===== src/hdl/pprm_defs.svh =====
// offsets, field positions and default values of the protected register map
`ifndef PPRM_DEFS_SVH
`define PPRM_DEFS_SVH

`define PPRM_LOWER_LAST     8'h7F
`define PPRM_USER_A_FIRST   8'h80
`define PPRM_USER_A_LAST    8'h83
`define PPRM_CONFIG         8'h84
`define PPRM_USER_B_FIRST   8'h85
`define PPRM_USER_B_LAST    8'h87
`define PPRM_ENTRY_FIRST    8'h88
`define PPRM_ENTRY_LAST     8'h8B
`define PPRM_SCRATCH_FIRST  8'h8C
`define PPRM_SCRATCH_LAST   8'h8E
`define PPRM_STATUS         8'h8F
`define PPRM_USER_PW_FIRST  8'h90
`define PPRM_USER_PW_LAST   8'h93
`define PPRM_MASTER_PW_FIRST 8'h94
`define PPRM_MASTER_PW_LAST 8'h97
`define PPRM_R0_BANK0       8'h98
`define PPRM_R1_BANK0       8'h99
`define PPRM_R2_BANK0       8'h9A
`define PPRM_SPARE          8'h9B
`define PPRM_R0_BANK1       8'h9C
`define PPRM_R1_BANK1       8'h9D
`define PPRM_R2_BANK1       8'h9E
`define PPRM_BUS_ADDR       8'h9F

`define PPRM_CFG_USED_MASK  8'h1F
`define PPRM_CFG_SHUNT_BIT  4
`define PPRM_CFG_BANK_BIT   3
`define PPRM_CFG_FLOAT2_BIT 2
`define PPRM_CFG_FLOAT1_BIT 1
`define PPRM_CFG_FLOAT0_BIT 0
`define PPRM_STAT_BANK_BIT  4
`define PPRM_STAT_FLOAT_BIT 0

`define PPRM_DEF_ZERO       8'h00
`define PPRM_DEF_RESISTOR   8'h7F
`define PPRM_DEF_BUS_ADDR   8'hA0
`define PPRM_DEF_PASSWORD   32'h00000000

`endif


===== src/hdl/pprm_pkg.sv =====
// types shared by the protected register map
package pprm_pkg;

  typedef struct packed {
    logic [7:0] addr;
    logic [7:0] wdata;
    logic       wr;
    logic       rd;
  } pprm_req_s;

  typedef struct packed {
    logic master;
    logic user;
  } pprm_level_s;

  typedef enum logic [2:0] {
    PPRM_RG_MASTER,
    PPRM_RG_USER,
    PPRM_RG_ENTRY,
    PPRM_RG_SCRATCH,
    PPRM_RG_STATUS,
    PPRM_RG_PASSWORD
  } pprm_region_e;

endpackage : pprm_pkg


===== src/hdl/pprm_access_check.sv =====
// region decode and password gating of one byte address
`include "pprm_defs.svh"
module pprm_access_check
  import pprm_pkg::*;
(
  input  wire logic [7:0]  addr_i,
  input  wire pprm_level_s level_i,
  output pprm_region_e     region_o,
  output logic             wr_allow_o,
  output logic             rd_allow_o,
  output logic             in_array_o
);

  wire in_user_a  = addr_i >= `PPRM_USER_A_FIRST
                 && addr_i <= `PPRM_USER_A_LAST;
  wire in_user_b  = addr_i >= `PPRM_USER_B_FIRST
                 && addr_i <= `PPRM_USER_B_LAST;
  wire in_config  = addr_i == `PPRM_CONFIG;
  wire in_entry   = addr_i >= `PPRM_ENTRY_FIRST
                 && addr_i <= `PPRM_ENTRY_LAST;
  wire in_scratch = addr_i >= `PPRM_SCRATCH_FIRST
                 && addr_i <= `PPRM_SCRATCH_LAST;
  wire in_status  = addr_i == `PPRM_STATUS;
  wire in_pw      = addr_i >= `PPRM_USER_PW_FIRST
                 && addr_i <= `PPRM_MASTER_PW_LAST;

  assign region_o = in_entry   ? PPRM_RG_ENTRY :
                    in_scratch ? PPRM_RG_SCRATCH :
                    in_status  ? PPRM_RG_STATUS :
                    in_pw      ? PPRM_RG_PASSWORD :
                    (in_user_a || in_user_b || in_config) ? PPRM_RG_USER :
                    PPRM_RG_MASTER;

  // master level also opens every user-level region
  assign wr_allow_o =
      (region_o == PPRM_RG_ENTRY) ||
      (region_o == PPRM_RG_SCRATCH) ||
      (region_o == PPRM_RG_USER
        && (level_i.user || level_i.master)) ||
      (region_o == PPRM_RG_MASTER && level_i.master) ||
      (region_o == PPRM_RG_PASSWORD && level_i.master);

  // password entry and settings never read back
  assign rd_allow_o = (region_o != PPRM_RG_ENTRY)
                   && (region_o != PPRM_RG_PASSWORD);
  assign in_array_o = region_o == PPRM_RG_MASTER
                   || region_o == PPRM_RG_USER
                   || region_o == PPRM_RG_SCRATCH;

endmodule // pprm_access_check


===== src/hdl/pprm_top.sv =====
// password protected byte register map of a triple variable resistor
`include "pprm_defs.svh"
module pprm_top
  import pprm_pkg::*;
#(
  parameter int NUM_BYTES = 256
) (
  input  wire logic       mclk_i,
  input  wire logic       rst_n_i,
  input  wire pprm_req_s  req_i,
  input  wire logic       bank_select_pin_i,
  input  wire logic       global_float_pin_i,
  output logic [7:0]      rd_data_o,
  output logic            rd_valid_o,
  output logic            wr_ack_o,
  output logic [7:0]      resistor0_setting_o,
  output logic [7:0]      resistor1_setting_o,
  output logic [7:0]      resistor2_setting_o,
  output logic            bank_active_o,
  output logic [2:0]      resistor_float_o,
  output logic            shunt_switch_close_o
);

  // factory content of one array location
  function automatic logic [7:0] default_of(input int idx);
    logic [7:0] a;
    a = idx[7:0];
    if (a == `PPRM_R0_BANK0 || a == `PPRM_R1_BANK0
        || a == `PPRM_R2_BANK0 || a == `PPRM_R0_BANK1
        || a == `PPRM_R1_BANK1 || a == `PPRM_R2_BANK1) begin
      default_of = `PPRM_DEF_RESISTOR;
    end else if (a == `PPRM_BUS_ADDR) begin
      default_of = `PPRM_DEF_BUS_ADDR;
    end else begin
      default_of = `PPRM_DEF_ZERO;
    end
  endfunction

  // ---------------- pin synchronisers ----------------
  logic [1:0] pin_meta_reg;
  logic [1:0] pin_sync_reg;
  logic [1:0] pin_conf_reg;
  logic [1:0] pin_state_reg;
  wire  [1:0] pin_raw = {global_float_pin_i, bank_select_pin_i};

  always_ff @(posedge mclk_i or negedge rst_n_i) begin
    if (!rst_n_i) begin
      pin_meta_reg <= 2'h0;
      pin_sync_reg <= 2'h0;
      pin_conf_reg <= 2'h0;
    end else begin
      pin_meta_reg <= pin_raw;
      pin_sync_reg <= pin_meta_reg;
      pin_conf_reg <= pin_sync_reg;
    end
  end

  // a pin level is accepted only once two stages agree
  genvar p;
  generate
    for (p = 0; p < 2; p++) begin : g_pin
      always_ff @(posedge mclk_i or negedge rst_n_i) begin
        if (!rst_n_i) begin
          pin_state_reg[p] <= 1'b0;
        end else if (pin_sync_reg[p] == pin_conf_reg[p]) begin
          pin_state_reg[p] <= pin_conf_reg[p];
        end
      end
    end
  endgenerate

  wire bank_pin_state  = pin_state_reg[0];
  wire float_pin_state = pin_state_reg[1];

  // ---------------- password state ----------------
  logic [31:0] entry_reg;
  logic [31:0] user_pw_reg;
  logic [31:0] master_pw_reg;
  pprm_level_s level;

  // a zero setting matches the zero entry, so access is open from reset
  assign level.master = entry_reg == master_pw_reg;
  assign level.user   = entry_reg == user_pw_reg;

  // ---------------- access decode ----------------
  pprm_region_e region;
  logic         wr_allow;
  logic         rd_allow;
  logic         in_array;

  pprm_access_check u_check (
    .addr_i     (req_i.addr),
    .level_i    (level),
    .region_o   (region),
    .wr_allow_o (wr_allow),
    .rd_allow_o (rd_allow),
    .in_array_o (in_array)
  );

  wire         wr_go     = req_i.wr && wr_allow;
  wire [1:0]   byte_sel  = req_i.addr[1:0];
  wire [4:0]   lane_lsb  = 5'(8 * (3 - int'(byte_sel)));
  wire         is_master_pw = req_i.addr[2];
  wire         pw_wr     = wr_go && region == PPRM_RG_PASSWORD;
  wire         entry_wr  = wr_go && region == PPRM_RG_ENTRY;
  wire         array_wr  = wr_go && in_array;
  wire         is_config = req_i.addr == `PPRM_CONFIG;
  // unused configuration bits are never stored
  wire [7:0]   array_wdata = is_config
                           ? (req_i.wdata & `PPRM_CFG_USED_MASK)
                           : req_i.wdata;

  // lowest address carries the most significant byte
  function automatic logic [31:0] put_byte(input logic [31:0] word,
                                           input logic [4:0]  lsb,
                                           input logic [7:0]  data);
    logic [31:0] mask;
    mask = 32'h000000FF << lsb;
    put_byte = (word & ~mask) | (32'(data) << lsb);
  endfunction

  wire [31:0] entry_next  = put_byte(entry_reg, lane_lsb, req_i.wdata);
  wire [31:0] user_pw_next   = put_byte(user_pw_reg, lane_lsb,
                                        req_i.wdata);
  wire [31:0] master_pw_next = put_byte(master_pw_reg, lane_lsb,
                                        req_i.wdata);

  always_ff @(posedge mclk_i or negedge rst_n_i) begin
    if (!rst_n_i) begin
      entry_reg <= `PPRM_DEF_PASSWORD;
    end else if (entry_wr) begin
      entry_reg <= entry_next;
    end
  end

  always_ff @(posedge mclk_i or negedge rst_n_i) begin
    if (!rst_n_i) begin
      user_pw_reg   <= `PPRM_DEF_PASSWORD;
      master_pw_reg <= `PPRM_DEF_PASSWORD;
    end else if (pw_wr) begin
      if (is_master_pw) begin
        master_pw_reg <= master_pw_next;
      end else begin
        user_pw_reg <= user_pw_next;
      end
    end
  end

  // ---------------- byte array ----------------
  // one flop byte per location; gated so refused writes change nothing
  logic [7:0] mem [NUM_BYTES];

  genvar i;
  generate
    for (i = 0; i < NUM_BYTES; i++) begin : g_mem
      wire hit = array_wr && req_i.addr == 8'(i);
      always_ff @(posedge mclk_i or negedge rst_n_i) begin
        if (!rst_n_i) begin
          mem[i] <= default_of(i);
        end else if (hit) begin
          mem[i] <= array_wdata;
        end
      end
    end
  endgenerate

  // ---------------- read path ----------------
  wire [7:0] status_byte =
      {3'h0, bank_pin_state, 3'h0, float_pin_state};
  wire [7:0] rd_data_next =
      !rd_allow                  ? `PPRM_DEF_ZERO :
      region == PPRM_RG_STATUS   ? status_byte :
      mem[req_i.addr];

  always_ff @(posedge mclk_i or negedge rst_n_i) begin
    if (!rst_n_i) begin
      rd_data_o  <= `PPRM_DEF_ZERO;
      rd_valid_o <= 1'b0;
      wr_ack_o   <= 1'b0;
    end else begin
      rd_valid_o <= req_i.rd && !req_i.wr;
      wr_ack_o   <= req_i.wr;
      if (req_i.rd && !req_i.wr) begin
        rd_data_o <= rd_data_next;
      end
    end
  end

  // ---------------- resistor control ----------------
  wire [7:0] cfg       = mem[`PPRM_CONFIG];
  wire       bank_sel  = cfg[`PPRM_CFG_BANK_BIT] | bank_pin_state;
  wire [2:0] float_bits = {cfg[`PPRM_CFG_FLOAT2_BIT],
                           cfg[`PPRM_CFG_FLOAT1_BIT],
                           cfg[`PPRM_CFG_FLOAT0_BIT]};
  wire [2:0] float_next = float_pin_state ? 3'h7 : float_bits;
  wire [7:0] r0_next = bank_sel ? mem[`PPRM_R0_BANK1]
                                : mem[`PPRM_R0_BANK0];
  wire [7:0] r1_next = bank_sel ? mem[`PPRM_R1_BANK1]
                                : mem[`PPRM_R1_BANK0];
  wire [7:0] r2_next = bank_sel ? mem[`PPRM_R2_BANK1]
                                : mem[`PPRM_R2_BANK0];

  always_ff @(posedge mclk_i or negedge rst_n_i) begin
    if (!rst_n_i) begin
      resistor0_setting_o  <= `PPRM_DEF_RESISTOR;
      resistor1_setting_o  <= `PPRM_DEF_RESISTOR;
      resistor2_setting_o  <= `PPRM_DEF_RESISTOR;
      bank_active_o        <= 1'b0;
      resistor_float_o     <= 3'h0;
      shunt_switch_close_o <= 1'b0;
    end else begin
      resistor0_setting_o  <= r0_next;
      resistor1_setting_o  <= r1_next;
      resistor2_setting_o  <= r2_next;
      bank_active_o        <= bank_sel;
      resistor_float_o     <= float_next;
      shunt_switch_close_o <= cfg[`PPRM_CFG_SHUNT_BIT];
    end
  end

endmodule // pprm_top


===== config.mk =====
export PLATFORM = sky130hd
export DESIGN_NAME = pprm_top
export DESIGN_NICKNAME = d
export VERILOG_FILES = /design/src/hdl/pprm_pkg.sv /design/src/hdl/pprm_access_check.sv /design/src/hdl/pprm_top.sv
export VERILOG_INCLUDE_DIRS = /design/src /design/src/hdl
export SDC_FILE = /design/constraint.sdc
export NUM_CORES = 2
export LEC_CHECK = 0
export ABC_AREA = 1
export CAP_MARGIN = 20
export CORE_MARGIN = 2
export CORE_UTILIZATION = 33
export DETAILED_ROUTE_END_ITERATION = 10
export DONT_BUFFER_PORTS = 1
export PLACE_DENSITY_LB_ADDON = 0.05
export SLEW_MARGIN = 30
export SYNTH_ARGS = -nofsm -noshare
export SYNTH_HDL_FRONTEND = slang
export SYNTH_SLANG_ARGS = --single-unit

===== constraint.sdc =====
create_clock -name mclk_i -period 3 [get_ports mclk_i]
set_input_delay 0.15 -clock mclk_i [delete_from_list [all_inputs] [get_ports mclk_i]]
set_output_delay 0.15 -clock mclk_i [all_outputs]
set_load 0.05 [all_outputs]

== Yosys cells after proc, flatten, opt, wreduce, memory -nomap -nowiden ==
Cells that the tools add are included.

* Bits in registers: 2,191
* Bits of input ports: 22
* Output and inout port bits: 39
* Logic and storage cells: 862

* Add/sub/neg operators: 1
* $lt $le $gt $ge: 11
* Equal/unequal tests: 266
* Shift-type cells: 2
* Multiplexer cells: 15
* Bitwise gates (word level): 10
* Reductions and logical operators: 284

{| class="wikitable"
|+ Operator list
! cell !! number
|-
| $eq A8 B8 Y1 const B || 128
|-
| $eq A8 B7 Y1 const B || 64
|-
| $logic_and A1 B1 Y1 || 270
|-
| $eq A8 B6 Y1 const B || 32
|-
| $eq A8 B5 Y1 const B || 16
|-
| $and A32 B32 Y32 || 3
|-
| $or A32 B32 Y32 || 3
|-
| $bmux W8 S8 || 1
|-
| $eq A32 B32 Y1 || 2
|-
| $eq A8 B4 Y1 const B || 8
|-
| $mux W8 || 8
|-
| $ge A8 B8 Y1 const B || 5
|-
| $le A8 B8 Y1 const B || 5
|-
| $eq A8 B3 Y1 const B || 4
|-
| $not A32 Y32 || 1
|-
| $shl A8 B5 Y32 || 1
|-
| $shl A8 B5 Y32 const A || 1
|-
| $eq A8 B2 Y1 const B || 2
|-
| $mux W3 || 5
|-
| $ge A9 B9 Y1 const B || 1
|-
| $logic_or A1 B1 Y1 || 9
|-
| $not A8 Y9 || 1
|-
| $eq A8 B1 Y1 const B || 1
|-
| $logic_not A8 Y1 || 1
|-
| other kinds (13) || 17
|}

== Logic depth before layout (Yosys ltp) ==
* Depth after elaboration: 17
* Gate-level depth with buffers: 18

== Modules after synthesis ==
A second synthesis with hierarchy kept.

* Cells, all modules: 12,164
* Area total of the unflattened synthesis: 97,295.8 um^2

{| class="wikitable"
|+ Modules (own cells, without submodules)
! module !! times used !! cells each !! area each (um^2)
|-
| pprm_top || 1 || 12,133 || 97,138.2
|-
| pprm_access_check || 1 || 31 || 157.7
|}

== Worst setup path before layout ==
OpenSTA, ideal clock, no wires.

* Path kind: input port to flip-flop
* Start: input port req_i[10] (netlist name)
* End: register mem[920] (netlist name)
* Library setup time: 119 ps
* Arrival: 1,948 ps
* Slack: 933 ps
* Cell stages on the path: 10
* Buffers on the path: 4
* Cells stage by stage: buf_2 > nor2_2 > inv_2 > buf_2 > buf_2 > buf_2 > nor4_2 > nand4_1 > nand2_1 > nand2_1

* Cells in the longest elaborated chain, start to end: 17

{| class="wikitable"
|+ RTL lines
! what !! RTL line !! source
|-
| start: declaration || pprm_top.sv:10 || <nowiki>input wire pprm_req_s req_i,</nowiki>
|-
| $ge A8 B8 Y1 (no source line) / $le A8 B8 Y1 (equally long branches) || - ||
|-
| $logic_and A1 B1 Y1 (no source line) || - ||
|-
| $logic_or A1 B1 Y1 (2 in a row) || pprm_access_check.sv:31 || <nowiki>(in_user_a || in_user_b || in_config) ? PPRM_RG_USER :</nowiki>
|-
| $mux W1 || pprm_access_check.sv:31 ||
|-
| $mux W3 || pprm_access_check.sv:30 || <nowiki>in_pw ? PPRM_RG_PASSWORD :</nowiki>
|-
| $mux W3 || pprm_access_check.sv:29 || <nowiki>in_status ? PPRM_RG_STATUS :</nowiki>
|-
| $mux W3 || pprm_access_check.sv:28 || <nowiki>in_scratch ? PPRM_RG_SCRATCH :</nowiki>
|-
| $mux W3 || pprm_access_check.sv:27 || <nowiki>assign region_o = in_entry ? PPRM_RG_ENTRY :</nowiki>
|-
| $eq A3 B2 Y1, or another cell as far along || pprm_access_check.sv:36 || <nowiki>(region_o == PPRM_RG_ENTRY) ||</nowiki>
|-
| $logic_or A1 B1 Y1 / $logic_and A1 B1 Y1 (equally long branches) || pprm_access_check.sv:36, pprm_access_check.sv:39 ||
|-
| $logic_or A1 B1 Y1 || pprm_access_check.sv:37 || <nowiki>(region_o == PPRM_RG_SCRATCH) ||</nowiki>
|-
| $logic_or A1 B1 Y1 || pprm_access_check.sv:39 || <nowiki>&& (level_i.user || level_i.master)) ||</nowiki>
|-
| $logic_or A1 B1 Y1 || pprm_access_check.sv:40 || <nowiki>(region_o == PPRM_RG_MASTER && level_i.master) ||</nowiki>
|-
| $logic_and A1 B1 Y1 || pprm_top.sv:100 || <nowiki>wire wr_go = req_i.wr && wr_allow;</nowiki>
|-
| $logic_and A1 B1 Y1 || pprm_top.sv:106 || <nowiki>wire array_wr = wr_go && in_array;</nowiki>
|-
| $logic_and A1 B1 Y1 (*) || pprm_top.sv:156 || <nowiki>wire hit = array_wr && req_i.addr == 8'(i);</nowiki>
|-
| end signal: indexed assignment || pprm_top.sv:159 || <nowiki>mem[i] <= default_of(i);</nowiki>
|-
| end signal: indexed assignment || pprm_top.sv:161 || <nowiki>mem[i] <= array_wdata;</nowiki>
|-
| end: declaration || pprm_top.sv:151 || <nowiki>logic [7:0] mem [NUM_BYTES];</nowiki>
|}

Every way passes the cells marked *; elsewhere a longest branch is shown, timed or not.
A chain may end at the register's enable or synchronous reset.

== Final worst setup path ==
* Start: input port req_i[10] (netlist name)
* End: register rd_data_o[6]

* Cells in the longest elaborated chain, start to end: 12

{| class="wikitable"
|+ RTL lines
! what !! RTL line !! source
|-
| $ge A8 B8 Y1 (no source line) / $le A8 B8 Y1 (equally long branches) || - ||
|-
| $logic_and A1 B1 Y1 (no source line) || - ||
|-
| $logic_or A1 B1 Y1 (2 in a row) || pprm_access_check.sv:31 ||
|-
| $mux W1 || pprm_access_check.sv:31 ||
|-
| $mux W3 || pprm_access_check.sv:30 ||
|-
| $mux W3 || pprm_access_check.sv:29 ||
|-
| $mux W3 || pprm_access_check.sv:28 ||
|-
| $mux W3 || pprm_access_check.sv:27 ||
|-
| $eq A3 B3 Y1, or another cell as far along || pprm_top.sv:172 || <nowiki>region == PPRM_RG_STATUS ? status_byte :</nowiki>
|-
| $mux W8 / $logic_and A1 B1 Y1 (equally long branches) || pprm_top.sv:172, pprm_access_check.sv:45 ||
|-
| $mux W8 (*) || pprm_top.sv:171 || <nowiki>!rd_allow ? `PPRM_DEF_ZERO :</nowiki>
|-
| end signal: assignment || pprm_top.sv:177 || <nowiki>rd_data_o <= `PPRM_DEF_ZERO;</nowiki>
|-
| end signal: assignment || pprm_top.sv:184 || <nowiki>rd_data_o <= rd_data_next;</nowiki>
|-
| end: declaration || pprm_top.sv:13 || <nowiki>output logic [7:0] rd_data_o,</nowiki>
|}

Every way passes the cells marked *; elsewhere a longest branch is shown, timed or not. The select of a mux whose other input is x is not followed.

==> impl_metrics.csv <==
group,metric,value,unit
pwr,power_density_cells,531,mW/mm^2
worst_setup_path,worst-r2r-cell-count,16,
route,routed_wire_length_per_instance,25.9,um
finish,layout.cells.non_filler,18972,
sta,rel_slew_slack,0.283,
outcome,violated_checks,"negative hold slack",
pwr,total_leakage_power,67.8,nW
finish,share_of_cells_above_drive_strength_1,0.128,
yosys,post_synth_fa_ha_maj_area_fraction,0.000185,
yosys,synth_enable_flop_cells,0,
floorplanning,fp.dieW,576,um
cts,cts.htree.levels,5,
sta,smallest_hold_slack,-0.706,ns
floorplanning,core_region_area,0.326,mm^2
sta,grt_setup_unrepaired,"yes",
grt,first_global_vias,104555,
worst_setup_path,timing.critical_path.fanout_max,211,
route,drt_first_pass_iters,6,
yosys,ys_ff_latch,2191,
yosys,post_synth_mux_area_share,0,
finish,synth_to_final_area_change,21.6,%
yosys,synth_cells,14008,
place,place_hpwl,291,mm
worst_setup_path,worst_setup_path_end_kind,"flop",
grt,antenna_violations_before_repair,29,
place,place.port_buffers,0,
worst_hold_path,whs_endpoint,"wr_ack_o",
sta,setup_viol,0,
yosys,ys_types,31,
yosys,synth-async-reset-ratio,1.00,
route,drtIter0Drc,11176,
yosys,post_synthesis_compound_gate_area_fraction,0.0551,
floorplanning,start_util,0.331,
route,drt_drc_violations_left,0,
worst_hold_path,worst_min_delay_path_startpoint,"req_i[1]",
grt,overflow,0,
yosys,synth_top_cells_by_area,"sky130_fd_sc_hd__dfrtp_1 49%, sky130_fd_sc_hd__nand2_1 19%, sky130_fd_sc_hd__nand4_1 14%",
yosys,synth_nets,14030,
yosys,netlist_area,0.108,mm^2
finish,fin_util,0.402,
worst_setup_path,worst-r2r-setup-slack,0.14,ns
place,routabilityCongestion,0.856,
grt,grt_max_degree,249,
yosys,synth_top_area_cell,"sky130_fd_sc_hd__dfrtp_1",
worst_setup_path,worst_setup_path_startpoint,"req_i[10]",
place,place.detailed.instances,18386,
floorplanning,fp.dieH,576,um
floorplanning,ios,61,
finish,fillerInstances,33138,
cts,cts_tree,"yes",
outcome,outcome,"finished, violations left",
job,max_cap_violations,0,
cts,clock_root_buffer,"sky130_fd_sc_hd__clkbuf_16",
sta,finalHoldViolations,1675,
sta,setup_total_negative_slack,0,ns
yosys,post_synth_xor_area_fraction,0.00203,
sta,timing_max_transition_violations_final,0,
finish,largest-register,"mem",
yosys,dominantRegCellSynth,"sky130_fd_sc_hd__dfrtp_1",
cts,ctsLongestPathBuffers,4,
route,drtAntennaViolNets,0,
route,num_vias,106671,
cts,clkLatencyLatePin,0.92,ns
worst_setup_path,timing_worst_setup_path_type,"in2reg",
floorplanning,placementRows,210,
cts,clkSinkCount,2191,
grt,grt_first_pass_wirelength,724,mm
route,totalWireLength,491,mm
yosys,synth.yosys.warnings,0,
worst_setup_path,data_arrival_time_of_the_critical_path,3.72,ns
cts,clk_pin_slew,0.05,ns
sta,timing_worst_slew_pin_value,1.07,ns
sta,fin_crit,2.93,ns
sta,finClkSkew,0.0464,ns
sta,layout_worst_path_cycle_share,0.976,
pwr,peak_ir_drop_on_the_vdd_network,0.365,mV
worst_hold_path,hold_path_class,"in2reg",
pwr,total_power,69.7,mW
worst_hold_path,worstHoldPathCells,0,
worst_setup_path,r2r_start,"entry_reg[27]",
worst_setup_path,rr_endpoint,"mem[1960]",
yosys,synth.top_cell.area_share,0.493,
yosys,synth.most_common_cell,"sky130_fd_sc_hd__nand2_1",
yosys,syn_avg_cell_area,7.71,um^2
finish,nets,14433,
grt,grt.total_usage,0.289,
yosys,synth_top_family_by_area,"simple AND/OR/NAND/NOR gates",
yosys,synth_common_cells,"5407 x sky130_fd_sc_hd__nand2_1, 2354 x sky130_fd_sc_hd__nand4_1, 2126 x sky130_fd_sc_hd__dfrtp_1",
yosys,seq_area_frac_synth,0.509,
yosys,synthSimpleGateAreaFrac,0.380,
floorplanning,die_area,0.332,mm^2
worst_setup_path,critPathRequiredTime,3.79,ns
cts,cts_buffers,279,
route,route.detailed.vias_per_inst,5.62,
sta,upper_clock_frequency_limit,342,MHz
worst_setup_path,startpoint_type,"primary input",
finish,largest_register_ff_count,2040,
==> layout by cell type, fill, tap and decap left out, drive strengths merged <==
| cell | count |
|---|---|
| nand2 | 5409 |
| nand4 | 2354 |
| dfrtp | 2126 |
| nor2 | 1484 |
| buf | 1284 |
| o21ai | 516 |
| o22ai | 452 |
| clkbuf | 423 |
| inv | 229 |
| dfstp | 65 |
| a22oi | 54 |
| dlygate4sd3 | 51 |
| clkinv | 46 |
| nand3 | 44 |
| xor2 | 21 |
| diode | 13 |
| a21oi | 12 |
| bufinv | 11 |
| nor3 | 11 |
| o21bai | 7 |
| xnor2 | 4 |
| or2 | 3 |
| maj3 | 2 |
| clkinvlp | 2 |
| nor4 | 1 |
| and2 | 1 |
| a21boi | 1 |
==> worst max-delay path: stages <==
cell and delay [ns]:
sky130_fd_sc_hd__nand2_4 0.65, sky130_fd_sc_hd__inv_6 0.21, sky130_fd_sc_hd__buf_12 0.25, sky130_fd_sc_hd__buf_4 0.24, sky130_fd_sc_hd__nand2_1 0.07, sky130_fd_sc_hd__nand4_1 0.09
sky130_fd_sc_hd__nand2_1 0.11, sky130_fd_sc_hd__nand2_1 0.06, sky130_fd_sc_hd__nor2_1 0.51, sky130_fd_sc_hd__buf_4 0.22, sky130_fd_sc_hd__nor2_1 0.04, sky130_fd_sc_hd__nor2_1 0.13
sky130_fd_sc_hd__nand2_1 0.06, sky130_fd_sc_hd__nand2_1 0.05, sky130_fd_sc_hd__nand2_1 0.04, sky130_fd_sc_hd__o21ai_0 0.15, sky130_fd_sc_hd__buf_4 0.13, sky130_fd_sc_hd__nand2_1 0.04
==> how the worst max path moves through the flow <==
| stage | endpoint | depth (start not counted) |
|---|---|---|
| floorplan | mem[920] | 10 |
| global placement | mem[1215] | 4 |
| detailed placement | mem[1044] | 6 |
| CTS | mem[1204] | 16 |
| global route | mem[1244] | 17 |
| finish | rd_data_o[6] | 18 |
==> layer usage <==
layer	global-route usage	up-vias	routed length [um]
met5	0	-	76
met4	0.103	12	19000
met3	0.0439	820	32500
met2	0.456	4177	223000
met1	0.402	53198	217000
li1	-	48464	-
==> per-stage QoR <==
step,hold WS (ns),cell area (um^2),worst slack (ns)
after floorplan,-0.146,108000,0.933
after global routing,-0.757,131000,-0.0137
after global placement,-0.142,120000,-0.911
final,-0.706,131000,0.0726
after detailed placement,-0.142,121000,-0.555
after CTS,-0.779,131000,0.0222
==> report_power, final <==
group	internal [mW]	total, mW	leakage [nW]	switching, mW
clock	20.0	34.0	4.46	13.9
combinational	1.62	5.87	33.2	4.25
sequential	29.7	29.9	30.2	0.222
total	51.3	69.7	67.8	18.4
==> layout make-up <==
cell class | count | area (um^2) | share of cell area
Timing Repair Buffer | 1343 | 13600 | 0.104
Clock buffer | 415 | 8300 | 0.0632
Antenna cell | 13 | 32.5 | 0.000248
Tap cell | 4346 | 5440 | 0.0414
Multi-Input combinational cell | 10376 | 47400 | 0.361
Clock inverter | 68 | 716 | 0.00545
Sequential cell | 2191 | 54900 | 0.418
Inverter | 220 | 876 | 0.00667
==> cell families (layout without fill, tap and decap cells) <==
kind of cell / after synthesis / in the layout
and+or+nand+nor: 9307 / 9307
other: 0 / 13
buffers and inverters: 1441 / 2046
DFF: 2191 / 2191
xor gates and xnor gates: 25 / 25
AOI/OAI and AO/OA: 1042 / 1042
adders and majority gates: 2 / 2
==> what timing repair did <==
item                                    CTS  global route
hold buffers                             67             5
pin swaps                                 0             1
setup endpoints to repair               113          1960
setup buffers                             0            10
endpoints found under the hold margin  2783          2112
resized for setup                         1            20
cloned                                    0             8
Note: power is estimated with default switching activity, not from simulation.
